<file path="config.mk">
export PLATFORM = sky130hd
export DESIGN_NAME = srb_device_flat
export DESIGN_NICKNAME = d
export VERILOG_FILES = /design/src/srb_pkg.sv /design/src/srb_link_if.sv /design/src/srb_device.sv /design/src/flat_wrapper.sv
export VERILOG_INCLUDE_DIRS = /design/src /design/src/src
export SDC_FILE = /design/constraint.sdc
export NUM_CORES = 2
export LEC_CHECK = 0
export ABC_AREA = 1
export BUFFER_PORTS_ARGS = -buffer_cell sky130_fd_sc_hd__buf_2
export CAP_MARGIN = 20
export CELL_PAD_IN_SITES_DETAIL_PLACEMENT = 1
export CELL_PAD_IN_SITES_GLOBAL_PLACEMENT = 1
export CORE_MARGIN = 8
export CORE_UTILIZATION = 30
export DETAILED_ROUTE_END_ITERATION = 7
export PLACE_DENSITY_LB_ADDON = 0.25
export SLEW_MARGIN = 10
export SYNTH_ARGS = -nofsm -noshare
export SYNTH_HDL_FRONTEND = slang
export SYNTH_SLANG_ARGS = --single-unit
</file>
<file path="constraint.sdc">
create_clock -name ref_clk -period 18.65 [get_ports ref_clk]
set_input_delay 1.865 -clock ref_clk [delete_from_list [all_inputs] [get_ports ref_clk]]
set_output_delay 1.865 -clock ref_clk [all_outputs]
set_load 0.005 [all_outputs]
</file>
<file path="src/srb_params.svh">
// Purpose: Constants for the read burst link between controller and device.
// Assumes: Reference clock of 125 MHz; link clock made by the controller.
// Notes: Field positions refer to the link address bus unless stated.
`ifndef SRB_PARAMS_SVH
`define SRB_PARAMS_SVH

// Reference clock period and link clock divider.
`define SRB_REF_PS 8000
`define SRB_CK_HALF 4'd8
`define SRB_CK_PS (2 * 8 * `SRB_REF_PS)

// Address bits sampled with a READ command.
`define SRB_A10_BIT 10
`define SRB_A12_BIT 12
`define SRB_COL_MSB 9

// Mode register fields carried on the address bus of a MRS command.
`define SRB_MR_BL_LSB 0
`define SRB_MR_CL_LSB 2
`define SRB_MR_AL_LSB 7
`define SRB_MR_RPRE2_BIT 12
`define SRB_MR_WPRE2_BIT 13
`define SRB_MR_CWL_LSB 14

// Burst length selections in mode register 0 bits 1:0.
`define SRB_BL_FIXED8 2'h0
`define SRB_BL_OTF 2'h1
`define SRB_BL_FIXED4 2'h2

// Mode reset values and the minimum write latency.
`define SRB_BL_RST 2'h0
`define SRB_CL_RST 5'h0B
`define SRB_AL_RST 5'h00
`define SRB_CWL_MIN 4'h9

// Command spacing in link clocks; SRB_RTP_NS_X10 is in tenths of a ns.
`define SRB_CCD_MIN 8'd4
`define SRB_CCD_BAN_2PRE 8'd5
`define SRB_RTP_MIN_CK 4
`define SRB_RTP_NS_X10 75
`define SRB_RTP_CK_RAW ((`SRB_RTP_NS_X10 * 100 + `SRB_CK_PS - 1) / `SRB_CK_PS)
`define SRB_RTP_CK ((`SRB_RTP_CK_RAW > `SRB_RTP_MIN_CK) ? \
    `SRB_RTP_CK_RAW : `SRB_RTP_MIN_CK)

// Depth of the device read latency pipe, in link clocks.
`define SRB_PIPE_DEPTH 32

// Controller register byte offsets.
`define SRB_REG_CMD 8'h00
`define SRB_REG_STAT 8'h04
`define SRB_REG_RD_LO 8'h08
`define SRB_REG_RD_HI 8'h0C

`endif

</file>
<file path="src/srb_pkg.sv">
// Purpose: Types shared by both ends of the read burst link.
// Assumes: Nothing beyond the parameter header.
// Notes: Command codes are the link encoding.
package srb_pkg;

    typedef enum logic [2:0] {
        srb_cmd_nop,
        srb_cmd_act,
        srb_cmd_rd,
        srb_cmd_pre,
        srb_cmd_mrs
    } srb_cmd_t;

    typedef enum logic [1:0] {
        srb_st_idle,
        srb_st_pre,
        srb_st_data
    } srb_dq_st_t;

    typedef struct packed {
        logic v;
        logic bc4;
        logic ap;
        logic [1:0] ba;
        logic [9:0] col;
    } srb_rd_t;

endpackage : srb_pkg
</file>
<file path="src/srb_link_if.sv">
// Purpose: Link between the memory controller and the device.
// Assumes: Only the device drives data and strobe in this read path.
// Notes: The enables show when the device drives dq and dqs.
`timescale 1ns/10ps
interface srb_link_if;
    logic ck;
    logic [2:0] cmd;
    logic [1:0] ba;
    logic [17:0] addr;
    logic [7:0] dq;
    logic dq_oe;
    logic dqs;
    logic dqs_oe;

    modport dev (
        input ck,
        input cmd,
        input ba,
        input addr,
        output dq,
        output dq_oe,
        output dqs,
        output dqs_oe
    );

    modport ctl (
        output ck,
        output cmd,
        output ba,
        output addr,
        input dq,
        input dq_oe,
        input dqs,
        input dqs_oe
    );
endinterface : srb_link_if

</file>
<file path="src/srb_device.sv">
// Purpose: Device end of the read burst link: burst decode and data out.
// Assumes: Link clock far slower than ref_clk; every pin synchronised.
// Notes: Read data is a fixed function of bank and column.
`timescale 1ns/10ps
`include "srb_params.svh"

module srb_device (
    input wire logic ref_clk,
    input wire logic reset,
    srb_link_if.dev link,
    output logic [3:0] bank_open,
    output logic busy
);
    localparam int PW = 24;

    logic [PW-1:0] sync1;
    logic [PW-1:0] sync2;
    logic ck_last;
    logic ck_rise;
    logic ck_fall;
    srb_pkg::srb_cmd_t cmd_in;
    logic [1:0] ba_in;
    logic [17:0] addr_in;

    logic [1:0] bl_mode;
    logic [4:0] cl;
    logic [4:0] al;
    logic rpre2;
    srb_pkg::srb_rd_t pipe [0:`SRB_PIPE_DEPTH-1];
    srb_pkg::srb_rd_t cur;
    srb_pkg::srb_dq_st_t st;
    logic [2:0] beat;
    logic [2:0] left;
    logic [7:0] dq;
    logic dqs;

    logic [1:0] next_bl_mode;
    logic [4:0] next_cl;
    logic [4:0] next_al;
    logic next_rpre2;
    logic [3:0] next_bank_open;
    srb_pkg::srb_rd_t next_pipe [0:`SRB_PIPE_DEPTH-1];
    srb_pkg::srb_rd_t next_cur;
    srb_pkg::srb_dq_st_t next_st;
    logic [2:0] next_beat;
    logic [2:0] next_left;
    logic [7:0] next_dq;
    logic next_dqs;

    logic [5:0] rl;
    srb_pkg::srb_rd_t tap_data;
    srb_pkg::srb_rd_t tap_pre1;
    srb_pkg::srb_rd_t tap_pre2;
    srb_pkg::srb_rd_t entry;

    // Chop decision from the mode field and A12 of the command.
    function automatic logic is_bc4(input logic [1:0] mode,
                                    input logic a12);
        logic r;
        r = 1'b0;
        case (mode)
            `SRB_BL_FIXED8: r = 1'b0;
            `SRB_BL_FIXED4: r = 1'b1;
            `SRB_BL_OTF: r = ~a12;
            default: r = 1'b0;
        endcase
        return r;
    endfunction : is_bc4

    // Word for one beat: column steps through the burst and wraps in eight.
    function automatic logic [7:0] beat_word(input srb_pkg::srb_rd_t b,
                                             input logic [2:0] n);
        logic [9:0] c;
        c = {b.col[9:3], 3'(b.col[2:0] + n)};
        return c[7:0] ^ {b.ba, 6'h2A};
    endfunction : beat_word

    always_ff @(posedge ref_clk or posedge reset) begin
        if (reset) begin
            sync1 <= '0;
            sync2 <= '0;
            ck_last <= 1'b0;
        end else begin
            sync1 <= {link.ck, link.cmd, link.ba, link.addr};
            sync2 <= sync1;
            ck_last <= sync2[PW-1];
        end
    end

    assign ck_rise = sync2[PW-1] & ~ck_last;
    assign ck_fall = ~sync2[PW-1] & ck_last;
    assign cmd_in = srb_pkg::srb_cmd_t'(sync2[22:20]);
    assign ba_in = sync2[19:18];
    assign addr_in = sync2[17:0];

    assign rl = 6'(al) + 6'(cl);
    assign tap_data = pipe[5'(rl - 6'd1)];
    assign tap_pre1 = pipe[5'(rl - 6'd2)];
    assign tap_pre2 = pipe[5'(rl - 6'd3)];

    always_comb begin
        entry.v = (cmd_in == srb_pkg::srb_cmd_rd);
        entry.bc4 = is_bc4(bl_mode, addr_in[`SRB_A12_BIT]);
        entry.ap = addr_in[`SRB_A10_BIT];
        entry.ba = ba_in;
        entry.col = addr_in[`SRB_COL_MSB:0];
    end

    always_comb begin
        next_bl_mode = bl_mode;
        next_cl = cl;
        next_al = al;
        next_rpre2 = rpre2;
        next_bank_open = bank_open;
        next_pipe = pipe;
        next_cur = cur;
        next_st = st;
        next_beat = beat;
        next_left = left;
        next_dq = dq;
        next_dqs = dqs;
        if (ck_rise) begin
            next_pipe[0] = entry;
            for (int i = 1; i < `SRB_PIPE_DEPTH; i++) begin
                next_pipe[i] = pipe[i-1];
            end
            case (cmd_in)
                srb_pkg::srb_cmd_mrs: begin
                    next_bl_mode = addr_in[`SRB_MR_BL_LSB +: 2];
                    next_cl = addr_in[`SRB_MR_CL_LSB +: 5];
                    next_al = addr_in[`SRB_MR_AL_LSB +: 5];
                    next_rpre2 = addr_in[`SRB_MR_RPRE2_BIT];
                end
                srb_pkg::srb_cmd_act: next_bank_open[ba_in] = 1'b1;
                srb_pkg::srb_cmd_pre: next_bank_open[ba_in] = 1'b0;
                default: next_bank_open = bank_open;
            endcase
            if (tap_data.v) begin
                // A burst due now wins over one still running.
                next_st = srb_pkg::srb_st_data;
                next_cur = tap_data;
                next_dq = beat_word(tap_data, 3'd0);
                next_dqs = 1'b1;
                next_beat = 3'd1;
                next_left = tap_data.bc4 ? 3'd3 : 3'd7;
            end else if (st == srb_pkg::srb_st_data && left != 3'd0) begin
                next_dq = beat_word(cur, beat);
                next_dqs = 1'b1;
                next_beat = beat + 3'd1;
                next_left = left - 3'd1;
            end else if (tap_pre1.v || (rpre2 && tap_pre2.v)) begin
                // Strobe is driven low one or two clocks before data.
                next_st = srb_pkg::srb_st_pre;
                next_dqs = 1'b0;
            end else begin
                next_st = srb_pkg::srb_st_idle;
                next_dqs = 1'b0;
            end
        end else if (ck_fall) begin
            if (st == srb_pkg::srb_st_data && left != 3'd0) begin
                next_dq = beat_word(cur, beat);
                next_dqs = 1'b0;
                next_beat = beat + 3'd1;
                next_left = left - 3'd1;
            end
        end
        // The bank closes in the same cycle as the last word is driven onto dq.
        if (st == srb_pkg::srb_st_data && left == 3'd1 && cur.ap &&
                next_left == 3'd0) begin
            next_bank_open[cur.ba] = 1'b0;
        end
    end

    always_ff @(posedge ref_clk or posedge reset) begin
        if (reset) begin
            bl_mode <= `SRB_BL_RST;
            cl <= `SRB_CL_RST;
            al <= `SRB_AL_RST;
            rpre2 <= 1'b0;
            bank_open <= 4'h0;
            for (int i = 0; i < `SRB_PIPE_DEPTH; i++) begin
                pipe[i] <= '0;
            end
            cur <= '0;
            st <= srb_pkg::srb_st_idle;
            beat <= 3'h0;
            left <= 3'h0;
            dq <= 8'h00;
            dqs <= 1'b0;
        end else begin
            bl_mode <= next_bl_mode;
            cl <= next_cl;
            al <= next_al;
            rpre2 <= next_rpre2;
            bank_open <= next_bank_open;
            pipe <= next_pipe;
            cur <= next_cur;
            st <= next_st;
            beat <= next_beat;
            left <= next_left;
            dq <= next_dq;
            dqs <= next_dqs;
        end
    end

    assign link.dq = dq;
    assign link.dqs = dqs;
    assign link.dq_oe = (st == srb_pkg::srb_st_data);
    assign link.dqs_oe = (st != srb_pkg::srb_st_idle);
    assign busy = (st != srb_pkg::srb_st_idle);

endmodule : srb_device

</file>
<file path="src/flat_wrapper.sv">
// flat-port wrapper written by rule: the top's interface ports become plain ports
module srb_device_flat 
  (ref_clk, reset, bank_open, busy, link_ck, link_cmd, link_ba, link_addr, link_dq, link_dq_oe, link_dqs, link_dqs_oe);
  srb_link_if link_i ();
  input wire logic ref_clk;
  input wire logic reset;
  output logic [3:0] bank_open;
  output logic busy;
  input wire logic [$bits(link_i.ck)-1:0] link_ck;
  input wire logic [$bits(link_i.cmd)-1:0] link_cmd;
  input wire logic [$bits(link_i.ba)-1:0] link_ba;
  input wire logic [$bits(link_i.addr)-1:0] link_addr;
  output wire logic [$bits(link_i.dq)-1:0] link_dq;
  output wire logic [$bits(link_i.dq_oe)-1:0] link_dq_oe;
  output wire logic [$bits(link_i.dqs)-1:0] link_dqs;
  output wire logic [$bits(link_i.dqs_oe)-1:0] link_dqs_oe;
  assign link_i.ck = link_ck;
  assign link_i.cmd = link_cmd;
  assign link_i.ba = link_ba;
  assign link_i.addr = link_addr;
  assign link_dq = link_i.dq;
  assign link_dq_oe = link_i.dq_oe;
  assign link_dqs = link_i.dqs;
  assign link_dqs_oe = link_i.dqs_oe;
  srb_device u_core (.ref_clk(ref_clk), .reset(reset), .link(link_i), .bank_open(bank_open), .busy(busy));
endmodule
</file>
After elaboration in Yosys (flattened, before gate mapping)
Index checks and enable logic that the tools add are counted.

Register bits after elaboration: 574. Bits of input ports: 26. Output and inout bits: 16. Logic and storage cells: 269.

Add/subtract/negate cells: 7. Order comparisons: 7. Equal/unequal tests: 9. Mux-type cells: 38. Bitwise gates (word level): 15. Reductions and logical operators: 17.

Operators by type and width (count): binary-select mux 15 bit (select 5 bit) (3); two-way mux 15 bit (6); two-way mux 8 bit (4); two-way mux 3 bit (9); greater-or-equal comparator 6 bit, second input constant (3); NOT 5 -> 6 bit (3); XOR 8 bit (2); subtractor 5 x 2 -> 5 bit, second input constant (2); bitwise AND 4 bit (2); two-way mux 1 bit (8); two-way mux 4 bit (2); NOT 4 bit (2); one-hot mux 4 bit (2 select lines) (1); AND reduction 2 bit (4); logical AND 1 bit (7); == test 3 x 1 -> 1 bit, second input constant (2); == test 3 x 2 -> 1 bit, second input constant (2); < comparator 2 x 3 -> 1 bit, second input constant (2); nonzero test 2 bit (3); adder 5 bit (1); subtractor 5 x 1 -> 5 bit, second input constant (1); demux 1 bit (select 2 bit) (2); == test 2 bit, second input constant (2); greater-or-equal comparator 2 x 1 -> 1 bit, second input constant (2); other kinds (14) (18).

Depth between registers and ports, before layout
Depth after elaboration: 12. Depth in mapped cells: 23. Mapped depth without buffers: 21.

Least setup slack after synthesis
No wires, ideal clock.

Path kind: flip-flop to flip-flop. Start point: register u_core.al[0]. End point: register u_core.bank_open[0]. Library setup time: 0.118 ns. Arrival time: 2.894 ns. Data required time: 18.532 ns. Slack: 15.639 ns. Stages on the path, launching flop included: 17. Buffers on the path: 0. Path through: dfrtp_1 -> ha_1 -> fa_1 -> clkinv_1 -> ha_1 -> a21oi_2 -> inv_1 -> nand3_1 -> nand2_2 -> nand2_1 -> nand3_2 -> nand3_4 -> nand2_4 -> nor2_8 -> nand3_2 -> nand2_1 -> nand2_1.

Elaborated cells between the ends (all ways): 12.

RTL lines: from (decl) (RTL line srb_device.sv:27) `logic [4:0] al;`; from (signal assigned) (RTL line srb_device.sv:178) `` al <= `SRB_AL_RST; ``; from (signal assigned) (RTL line srb_device.sv:193) `al <= next_al;`; adder 5 bit (RTL line srb_device.sv:96) `assign rl = 6'(al) + 6'(cl);`; subtractor 5 x 1 -> 5 bit (RTL line srb_device.sv:97) `assign tap_data = pipe[5'(rl - 6'd1)];`; NOT 5 -> 6 bit (implied by the code) (RTL line srb_device.sv:97); binary-select mux 15 bit (select 5 bit) (RTL line srb_device.sv:97); two-way mux 15 bit (implied by the code) (2 in series) (RTL line srb_device.sv:97); two-way mux 3 bit (RTL line srb_device.sv:138) `if (tap_data.v) begin`; two-way mux 3 bit (RTL line srb_device.sv:122) `if (ck_rise) begin`; named net u_core.next_left[1] (RTL line srb_device.sv:46) `logic [2:0] next_left;`; logical NOT 3 bit (RTL line srb_device.sv:169) `next_left == 3'd0) begin`; logical AND 1 bit (RTL line srb_device.sv:168) `if (st == srb_pkg::srb_st_data && left == 3'd1 && cur.ap &&`; two-way mux 4 bit (RTL line srb_device.sv:168); named net u_core.next_bank_open[0] (RTL line srb_device.sv:41) `logic [3:0] next_bank_open;`; to (signal assigned) (RTL line srb_device.sv:195) `bank_open <= next_bank_open;`; to (decl) (RTL line srb_device.sv:11) `output logic [3:0] bank_open,`.

The timed path passes the listed nets, and every way through them passes these cells. The select of a mux whose other input is x is not followed. A chain may end at the register's enable or synchronous reset.

Worst setup path in the final report
Start point: register u_core.al[0]. End point: register u_core.dq[1], in the netlist u_core.link.dq[1].

Longest elaborated chain between the ends: 9.

Ends and longest elaborated chain: adder 5 bit (*) (RTL line srb_device.sv:96); subtractor 5 x 1 -> 5 bit (*) (RTL line srb_device.sv:97); NOT 5 -> 6 bit (implied by the code) (*) (RTL line srb_device.sv:97); binary-select mux 15 bit (select 5 bit) (*) (RTL line srb_device.sv:97); two-way mux 15 bit (implied by the code) (*) (2 in series) (RTL line srb_device.sv:97); XOR 8 bit (RTL line srb_device.sv:75) `return c[7:0] ^ {b.ba, 6'h2A};`; two-way mux 8 bit (*) (RTL line srb_device.sv:138); two-way mux 8 bit (*) (RTL line srb_device.sv:122); to (signal assigned) (RTL line srb_device.sv:201) `dq <= next_dq;`; to (decl) (RTL line srb_device.sv:34) `logic [7:0] dq;`.

Every way passes the cells marked *; elsewhere a longest branch is shown, timed or not. The select of a mux whose other input is x is not followed.

==> run metrics <==
status completed; gr usage total 15.26%; HP Class register to register; DR WL/cell 16.74 microns; Leak 0.01244 uW; R2R Setup Slk 13.35 ns; Area Overhead vs Synth 11.37%; Max clock buf depth 3; # DRC 0; number of vias per cell 4.889; root buf cell clkbuf_16; CTS tree yes; Startpoint Class register; part of the power in combinational logic 39.6%; 1st-pass router iterations 5; Syn Area/Cell 8.019 sq um; synth cell count leaders nand2_1 (1093), dfrtp_1 (497), o21ai_0 (447); Clock Sink Count 500; Syn Nets 2979; maxcap violations 0; Adder-Cell Fraction of Synth Area about 1.1%; GRT overflow 0; layout cell share with drive strength beyond 1 6.513%; DR vias 19270; Sw Pwr ~1700 uW; Detail Route Antenna Nets 0; ANT cells 0; largest area contributor in the netlist dfrtp_1; clock power share 28.0%; Clock Latency Late Sink 0.63 ns; warnings from Yosys 0; CP Class register to register; crit path time final 5.295 ns; setup bufs post-CTS 0; fin nets 2903; hpwl dp between 30000 and 40000 microns; initial DRC count 1144; total clock buffers created by CTS 57; register area share after synthesis between 50% and 60%; Pwr per Cell Area 153.9 nW/um^2; clock skew 0.02246 ns; fillers 9389; crit-path max FO 26; total power 4031 uW; Final Hold Viols 0; Synth Area in Simple Gates 22.95%; H-Tree Depth 2; RePlAce Congestion about 0.74; worst path required time 19.15 ns; worst reg2reg path startpoint u_core.al[0]$_DFFE_PP0P_; core area around 78000 sq um; Pint 2326 uW; Synth top area share 52.88%; FF-to-FF path depth 16; RSZ-0062 raised after global routing false; I/O Buffers 36; Hold Path Cell Cnt 0; crit path cell chain ha_4 -> fa_1 -> clkinv_1 -> ha_1 -> inv_1 -> a21oi_2 -> inv_1 -> nand3_1 -> nand2_2 -> nand2_1 -> nand3_2 -> nand3_4 -> inv_2 -> nand3_1 -> nand3_1 -> nand2_1; Slew Limit Headroom 23.40%; Netlist cell types 39; hold_buf cts 0; HP Start u_core.sync1[8]$_DFF_PP0_; initial antenna violation count 1; Synth Area in XOR/XNOR less than 1%; sequential group share of total power 32.4%; Sw Ratio 42.30%; die area 87620 sq um; Tcrit/Tclk final 28.39%; Worst-Margin Slew 1.145 ns; top post-synthesis cells by area dfrtp_1 (53%), nand2_1 (17%), o21ai_0 (9.5%); first-pass GRT wire length about 110000 microns; Post-synth ARST share between 90% and 100%; Pins Over Slew Limit 0; Syn Inst Count 2933; I/O Pins 42; worst flop-to-flop path endpoint u_core.link.dq[1]$_DFFE_PP0P_; mux cell area share after synthesis 0.2287%; FP Rows 102; Worst-path clk slew 0.06 ns; TNS Setup 0 ns; crit end category register; Yosys reg bits 500; VDD IR-drop max 118.1 uV; Worst path most repeated cell nand3_1; pin count of the biggest net entering global routing 194; Achievable Freq 188.8 MHz; hold path endpoint u_core.sync2[8]$_DFF_PP0_; most common cell in the netlist nand2_1; WL final 65980 microns; final setup violation count 0; number of synthesized flops with an enable pin 0; width of the die 296 microns; main flop type after synthesis dfrtp_1; cell area after synthesis 23520 sq um; CP arrival 5.80 ns; compound-gate portion of the synthesized area 14.85%; initial core utilization 30.31%; CP peak stage delay between 0.8 and 0.9 ns; largest family of logic cells by synthesized area simple AND/OR/NAND/NOR gates; post-cts sizing count 0; vias in the first global route 20440; CP max-delay cell fa_1; Die Height 296 microns
layer usage:
| layer | up-vias | part of all wire, % | GRT usage (%) |
|---|---|---|---|
| li1 | 9282 | - | - |
| met1 | 9734 | 48 | 20.66 |
| met2 | 172 | 48 | 25.93 |
| met3 | 83 | 2.6 | 1.803 |
| met4 | 0 | 1.9 | 3.840 |
| met5 | - | 0 | 0 |
stage by stage:
stage / area [sq um] / worst slack [ns] / utilization (%) / cells / hold slack, ns
final: 26190 / 13.35 / 33.76 / 3942 / 0.3486
after global routing: 26190 / 12.88 / 33.76 / 3942 / 0.3523
after CTS: 26170 / 13.22 / 33.73 / 3941 / 0.3498
after detailed placement: 24280 / 13.23 / 31.30 / 3837 / 0.3362
after global placement: 24280 / 13.30 / 31.30 / 3837 / 0.3336
after floorplan: 23520 / 2.830 / - / 2933 / 0.3312
flip-flops by register name (all words and copies together) (netlist names), 2 cells and up:
register          count
u_core.al             5
u_core.beat           3
u_core.bl_mode        2
u_core.left           3
u_core.pipe         416
u_core.cl             5
u_core.link.dq        8
u_core.sync1         19
u_core.st             2
u_core.sync2         19
u_core.cur           11
u_core.bank_open      4
critical path: cells and delay by family (launching register included):
kind,cells,cell delay [ns]
buffers and inverters,4,1.21
AOI/OAI and AO/OA,1,0.06
and+or+nand+nor,8,2.04
adders and majority gates,3,1.44
DFF,1,0.42
worst max path at each step:
stage | from | end | slack, ns | cells after the start
CTS | u_core.al[0]$_DFFE_PP0P_ | u_core.link.dq[1]$_DFFE_PP0P_ | 13.22 | 17
finish | u_core.al[0]$_DFFE_PP0P_ | u_core.link.dq[1]$_DFFE_PP0P_ | 13.35 | 16
global route | u_core.al[0]$_DFFE_PP0P_ | u_core.link.dq[1]$_DFFE_PP0P_ | 12.88 | 17
detailed placement | u_core.al[0]$_DFFE_PP0P_ | u_core.link.dq[1]$_DFFE_PP0P_ | 13.23 | 17
floorplan | reset | u_core.al[0]$_DFFE_PP0P_ | 2.83 | 1
global placement | u_core.al[0]$_DFFE_PP0P_ | u_core.link.dq[1]$_DFFE_PP0P_ | 13.30 | 17
cell usage in the layout (no fill, tap or decap), types with 36 or more instances in the layout:
master	synthesis	layout
a21oi_1	103	103
buf_2	73	36
clkbuf_16	0	58
dfrtp_1	497	497
inv_1	190	187
nand2_1	1093	1092
nand3_1	144	144
nor2_1	96	96
o211ai_1	53	53
o21ai_0	447	447
power groups by stage:
| stage | clock network (uW) | registers (uW) | logic (uW) |
|---|---|---|---|
| final | 1130 | 1300 | 1600 |
| after global routing | 1210 | 1320 | 1810 |
| after CTS | 1170 | 1310 | 1630 |
| after detailed placement | 0 | 1320 | 1620 |
| after global placement | 0 | 1320 | 1590 |
| after floorplan | 0 | 1290 | 1120 |
logic make-up after synthesis:
group / Yosys count
and+or+nand+nor: 1358
DFF: 500
xor gates and xnor gates: 11
buffers and inverters: 387
adders and majority gates: 20
muxes: 5
AOI/OAI and AO/OA: 652
layout make-up:
| class | count | area, sq um | share of cell area [%] |
|---|---|---|---|
| sequential | 500 | 12520 | 47.78 |
| multi-input combinational | 2046 | 9346 | 35.68 |
| timing repair buffer | 57 | 387.9 | 1.481 |
| inverter | 195 | 753.2 | 2.876 |
| tap | 1040 | 1301 | 4.968 |
| clock buffer | 83 | 1705 | 6.511 |
| clock inverter | 21 | 183.9 | 0.7022 |
(Power assumes the default switching activity.)
